$ cat config.mk
export PLATFORM = sky130hd
export DESIGN_NAME = dass_area_select
export DESIGN_NICKNAME = d
export VERILOG_FILES = /design/src/dass_pkg.sv /design/src/dass_area_select.sv
export SDC_FILE = /design/constraint.sdc
export NUM_CORES = 1
export LEC_CHECK = 0
export ABC_AREA = 1
export CORE_MARGIN = 10
export CORE_UTILIZATION = 35
export CTS_CLUSTER_DIAMETER = 150
export DETAILED_ROUTE_END_ITERATION = 8
export DONT_BUFFER_PORTS = 1
export PLACE_DENSITY = 0.58
export SYNTH_ARGS = -nofsm -noshare
export SYNTH_HDL_FRONTEND = slang
export SYNTH_SLANG_ARGS = --single-unit
$ cat constraint.sdc
create_clock -name clk -period 1.7 [get_ports clk]
set_clock_uncertainty 0.2 [all_clocks]
set_input_delay 0.255 -clock clk [delete_from_list [all_inputs] [get_ports clk]]
set_output_delay 0.255 -clock clk [all_outputs]
set_load 0.02 [all_outputs]
$ cat src/dass_pkg.sv
package dass_pkg;
  localparam int MTS_W = 3;
  localparam logic [2:0] MTS_RESET = 3'h0;
  localparam logic [2:0] MTS_NORMAL = 3'h0;
  localparam logic [2:0] MTS_DRAM_A2 = 3'h1;
  localparam logic [2:0] MTS_DRAM_A23 = 3'h2;
  localparam logic [2:0] MTS_CONT_DRAM = 3'h3;
  localparam logic [2:0] MTS_CONT_SDRAM = 3'h4;
  localparam logic [2:0] MTS_SDRAM_MODE = 3'h5;
  // area map bit positions: bit0 = area2 .. bit3 = area5
  localparam int AREA2_POS = 0;
  localparam int AREA_CNT = 4;
  // per-area memory kind
  typedef enum logic [1:0] {
    DASS_NORMAL = 2'h0,
    DASS_DRAM = 2'h1,
    DASS_SDRAM = 2'h2
  } dass_kind_type;
  // strobes from the dram sequencer, active low
  typedef struct packed {
    logic ras_n;
    logic cas_n;
    logic we_n;
  } dass_strobe_type;
  // chip selects for areas 2..5, active low
  typedef struct packed {
    logic cs5_n;
    logic area4_select_pin_n;
    logic area3_select_pin_n;
    logic area2_select_pin_n;
  } dass_cs_type;
endpackage

$ cat src/dass_area_select.sv
`timescale 1ns/1ps
module dass_area_select
  import dass_pkg::*;
(
  input wire logic clk,
  input wire logic rst,
  input wire logic mts_wr_en,
  input wire logic [2:0] mts_wr_data,
  output logic [2:0] mts_rd_data,
  input wire logic [3:0] area_cs_n,
  input wire dass_strobe_type strobe,
  output dass_cs_type pins,
  output logic [3:0] area_is_dram,
  output logic [3:0] area_is_sdram,
  output logic large_area_en,
  output logic sdram_mode_set
);

  logic [MTS_W-1:0] mts_q;
  logic [AREA_CNT-1:0] dram_d;
  logic [AREA_CNT-1:0] sdram_d;
  logic [AREA_CNT-1:0] dram_q;
  logic [AREA_CNT-1:0] sdram_q;
  logic large_q;
  logic mode_q;
  dass_cs_type pins_d;

  // both sdram codes drive the same strobes; only the mode flag differs
  function automatic logic is_cont_sdram(input logic [MTS_W-1:0] code);
    return (code == MTS_CONT_SDRAM) || (code == MTS_SDRAM_MODE);
  endfunction

  // any continuous code lifts the 2 MB per-area limit
  function automatic logic is_large(input logic [MTS_W-1:0] code);
    return (code == MTS_CONT_DRAM) || is_cont_sdram(code);
  endfunction

  // field register, software read and write
  always_ff @(posedge clk or posedge rst) begin
    if (rst) begin
      mts_q <= MTS_RESET;
    end else if (mts_wr_en) begin
      mts_q <= mts_wr_data;
    end
  end

  assign mts_rd_data = mts_q;

  // reserved codes fall back to normal space so pins stay sane
  always_comb begin
    dram_d = 4'h0;
    sdram_d = 4'h0;
    unique case (mts_q)
      MTS_NORMAL: dram_d = 4'h0;
      MTS_DRAM_A2: dram_d = 4'h1;
      MTS_DRAM_A23: dram_d = 4'h3;
      MTS_CONT_DRAM: dram_d = 4'h1;
      MTS_CONT_SDRAM, MTS_SDRAM_MODE: sdram_d = 4'h1;
      default: dram_d = 4'h0;
    endcase
  end

  always_ff @(posedge clk or posedge rst) begin
    if (rst) begin
      dram_q <= 4'h0;
      sdram_q <= 4'h0;
      large_q <= 1'b0;
      mode_q <= 1'b0;
    end else begin
      dram_q <= dram_d;
      sdram_q <= sdram_d;
      large_q <= is_large(mts_q);
      mode_q <= (mts_q == MTS_SDRAM_MODE);
    end
  end

  // pins come from flops; strobes override chip selects in cont modes
  always_comb begin
    pins_d = dass_cs_type'(area_cs_n);
    if (mts_q == MTS_CONT_DRAM) begin
      pins_d.area2_select_pin_n = strobe.ras_n;
    end else if (is_cont_sdram(mts_q)) begin
      pins_d.area2_select_pin_n = strobe.ras_n;
      pins_d.area3_select_pin_n = strobe.cas_n;
      pins_d.area4_select_pin_n = strobe.we_n;
    end
  end

  always_ff @(posedge clk or posedge rst) begin
    if (rst) begin
      pins <= dass_cs_type'(4'hf);
    end else begin
      pins <= pins_d;
    end
  end

  assign area_is_dram = dram_q;
  assign area_is_sdram = sdram_q;
  assign large_area_en = large_q;
  assign sdram_mode_set = mode_q;
endmodule // dass_area_select

# Yosys cells after proc, flatten, opt, wreduce, memory -nomap -nowiden
# Cells that the tools add are included.
# totals
elab_cells	23
in_bits	13
reg_bits	17
# classes
reduce_logical	4
mux	5
eq_ne	5
# ops
op	n
$eq 3x2->1 const B	2
$eq 3x3->1 const B	2
$pmux 2 s2	1
$reduce_or 2->1	2
$eq 3x1->1 const B	1
$mux 3	1
$logic_or 1x1->1	2
$mux 1	2
$mux 2	1

# Depth between registers and ports, before layout
# logic_depth
word_depth	4
mapped_depth	5
depth_no_buf	5

# Worst setup path before layout
# Ideal clock, no wire load.
# synth_path
kind	flip-flop to flip-flop
start	reg mts_q[1] (netlist: mts_rd_data[1])
end	reg pins[0] (netlist bit)
path_slack_ns	0.587
arrival_ns	0.852
stages_incl_launch_ff	6
n_path_buf	0
path_cell_list	dfrtp_1 -> inv_1 -> nand2_2 -> nand2_2 -> nand2_1 -> nand2_1
# synth_rtl
element	line	source
from (decl)	dass_area_select.sv:19	logic [MTS_W-1:0] mts_q;
from (signal assigned)	dass_area_select.sv:43	mts_q <= mts_wr_data;
to (signal assigned)	dass_area_select.sv:91	pins <= dass_cs_type'(4'hf);
to (signal assigned)	dass_area_select.sv:93	pins <= pins_d;
to (decl)	dass_area_select.sv:12	output dass_cs_type pins,

==> results.md <==
- Status: finished clean
- Setup TNS: 0 ps
- HP Class: in2async
- Seq. cell area: between 300 and 400 µm²
- Worst-path clk slew: 70 ps
- CTS H-Tree Depth: 1
- Drt pass-1 iters: 4
- Worst Reg-to-Reg Cells: 3
- Die Width: about 56 µm
- GRT Total Usage: 0.0731
- Gpl congestion: ~0.74
- Clk_lat worst skew: between 200 and 300 ps
- Most common cell after layout, fill and taps aside: dlygate4sd3_1
- Synthesis Warnings: 0
- RSZ-0062 raised after global routing: false
- Mapped Avg Cell Area: 10.4 µm²
- Peak Freq: 0.626 GHz
- FF-to-FF Start: mts_rd_data[2]$_DFFE_PP0P_
- CTS tree: yes
- ANT nets after route: 0
- Max layer used: met4
- Area of the multi-input gates: 111 µm²
- Startpoint class of the critical path: flip-flop
- # clock sinks: 12
- Area delta synth->final: 33.1%
- Synth top area share: 0.437
- Initial antenna violation count: 0
- IO Pins: 30
- Routed vias: approximately 310
- Vias in the first global route: 356
- # setup viols final: 0
- Diodes inserted: 0
- Effective utilization at floorplan: 0.391
- Filler cells: 104
- Commonest non-fill, non-tap cells in the layout: dlygate4sd3_1, nand2_1, dfrtp_1, conb_1
- Worst R2R End: mts_rd_data[2]$_DFFE_PP0P_
- Initial DRC count: 1
- Placement Rows: 12
- Final hold vios: 0
- Port Buf Inserts: 0
- Hpwl dp: 904 µm
- WL met1: 412 µm
- Final design utilization: 0.520
- CTS resizes: 0
- Setup ws final: approximately 100 ps
- Critical Path Fanout Max: 5
- Leakage power: 0.305 nW
- Layout cells sized above 1: 0.186
- Fin. max-slew vios: 0
- Max-cap violations: 0
- Die footprint: 3160 µm²
- R2R Setup Slk: 100 ps
- Die height: 56.2 µm
- CP Capture Type: flip-flop
- Global-route wire length before repair: 1790 µm
- Drt drc: 0
- Crit path time final: roughly 1600 ps
- Tot Pwr: 0.665 mW
- Place WS: ~460 ps
- Dominant cell type by area after synthesis: dfrtp_1
- TritonCTS buffer count: 3
- Routed vias/inst: 4.30
- Largest net degree at the start of global routing: 13
- Core outline area: approximately 1200 µm²
- Met2 WL: 605 µm
- Crit path DAT: 1600 ps
- Total congestion overflow: 0
- Cell Area, Synth: 458 µm²
- Critical path class: reg2reg
- Gate Count Post-Synth: 44
- FF+latch count, synth: 12
- Met3 wire len: 146 µm
- Longest Clk Path Bufs: 2
- Sequential area share after synthesis: 0.667
- Post-layout nets: 73
- CP required: between 1500 and 2000 ps
- Final worst path period share: 0.940
- Root Buffer: clkbuf_4
- Largest cells by area after synthesis: dfrtp_1, dfstp_2, nand2_1, buf_4, o21ai_1
- WL final: 1170 µm
- Post-synthesis cell type count: 13
- Routed wire per std cell: 16.0 µm
- PD cells: ~1100 nW/µm²
- Peak supply drop: 663 µV
-- synthesized netlist by cell type --
| cell type | n |
|---|---|
| nand2_2 | 2 |
| nand3_1 | 2 |
| nand2_1 | 11 |
| a21oi_1 | 1 |
| nor2_1 | 1 |
| buf_4 | 5 |
| conb_1 | 1 |
| o21ai_1 | 3 |
| inv_1 | 4 |
| dfrtp_1 | 8 |
| dfstp_2 | 4 |
| inv_2 | 1 |
| nor3_1 | 1 |
-- logic make-up (layout without fill, tap and decap cells) --
kind of cell	Yosys count	in the layout	share of synthesized area
other	1	5	0.00819
AND/OR/NAND/NOR	17	17	0.158
buffers and inverters	10	21	0.123
AO/OA/AOI/OAI	4	4	0.0437
flip-flops	12	12	0.667
-- worst max-delay path, stage by stage (launching register included) --
cell and delay (ps):
dfrtp_1 540, inv_1 120, o21ai_1 130, dlygate4sd3_1 550
-- where the power goes --
group          leakage, nW  internal, mW  switching, mW
clock network       0.0210         0.130         0.0860
logic                0.141        0.0315         0.0439
registers            0.143         0.320         0.0536
-- per-layer routing --
layer  vias to the layer above  global-route usage
li1                        154                   -
met1                       136              0.0656
met2                        22               0.123
met3                         2              0.0592
met4                         0              0.0205
met5                         -                   0
-- registers in the layout, indices dropped and copies added, names as in the netlist --
| register | flops |
|---|---|
| area_is_sdram | 1 |
| sdram_mode_set | 1 |
| area_is_dram | 2 |
| large_area_en | 1 |
| pins | 4 |
| mts_rd_data | 3 |
-- area by class of cell --
class	instances	area share
clock buffer	4	0.0595
timing repair buffer	12	0.197
tap	14	0.0287
inverter	5	0.0308
sequential	12	0.501
multi-input combinational	26	0.183
-- metrics by stage --
stage	instances	hold slack [ps]	instance area (µm²)
finish	73	212	609
global route	73	254	609
CTS	73	221	609
detailed placement	57	-44.7	453
global placement	57	-38.7	453
floorplan	48	-83.2	473
-- timing repair --
| item | in CTS | in global routing |
|---|---|---|
| buffers inserted | 0 | 0 |
| hold buffers | 12 | 0 |
| endpoints found under the hold margin | 19 | 0 |
-- how the worst max path moves through the flow --
stage / cells past startpoint / start / endpoint
after CTS: 3 / mts_rd_data[2]$_DFFE_PP0P_ / mts_rd_data[2]$_DFFE_PP0P_
after floorplan: 5 / mts_rd_data[1]$_DFFE_PP0P_ / pins[0]$_DFF_PP1_
after detailed placement: 5 / mts_rd_data[1]$_DFFE_PP0P_ / pins[1]$_DFF_PP1_
final: 3 / mts_rd_data[2]$_DFFE_PP0P_ / mts_rd_data[2]$_DFFE_PP0P_
after global routing: 3 / mts_rd_data[2]$_DFFE_PP0P_ / mts_rd_data[2]$_DFFE_PP0P_
after global placement: 5 / mts_rd_data[1]$_DFFE_PP0P_ / pins[0]$_DFF_PP1_
(Power assumes the default switching activity.)
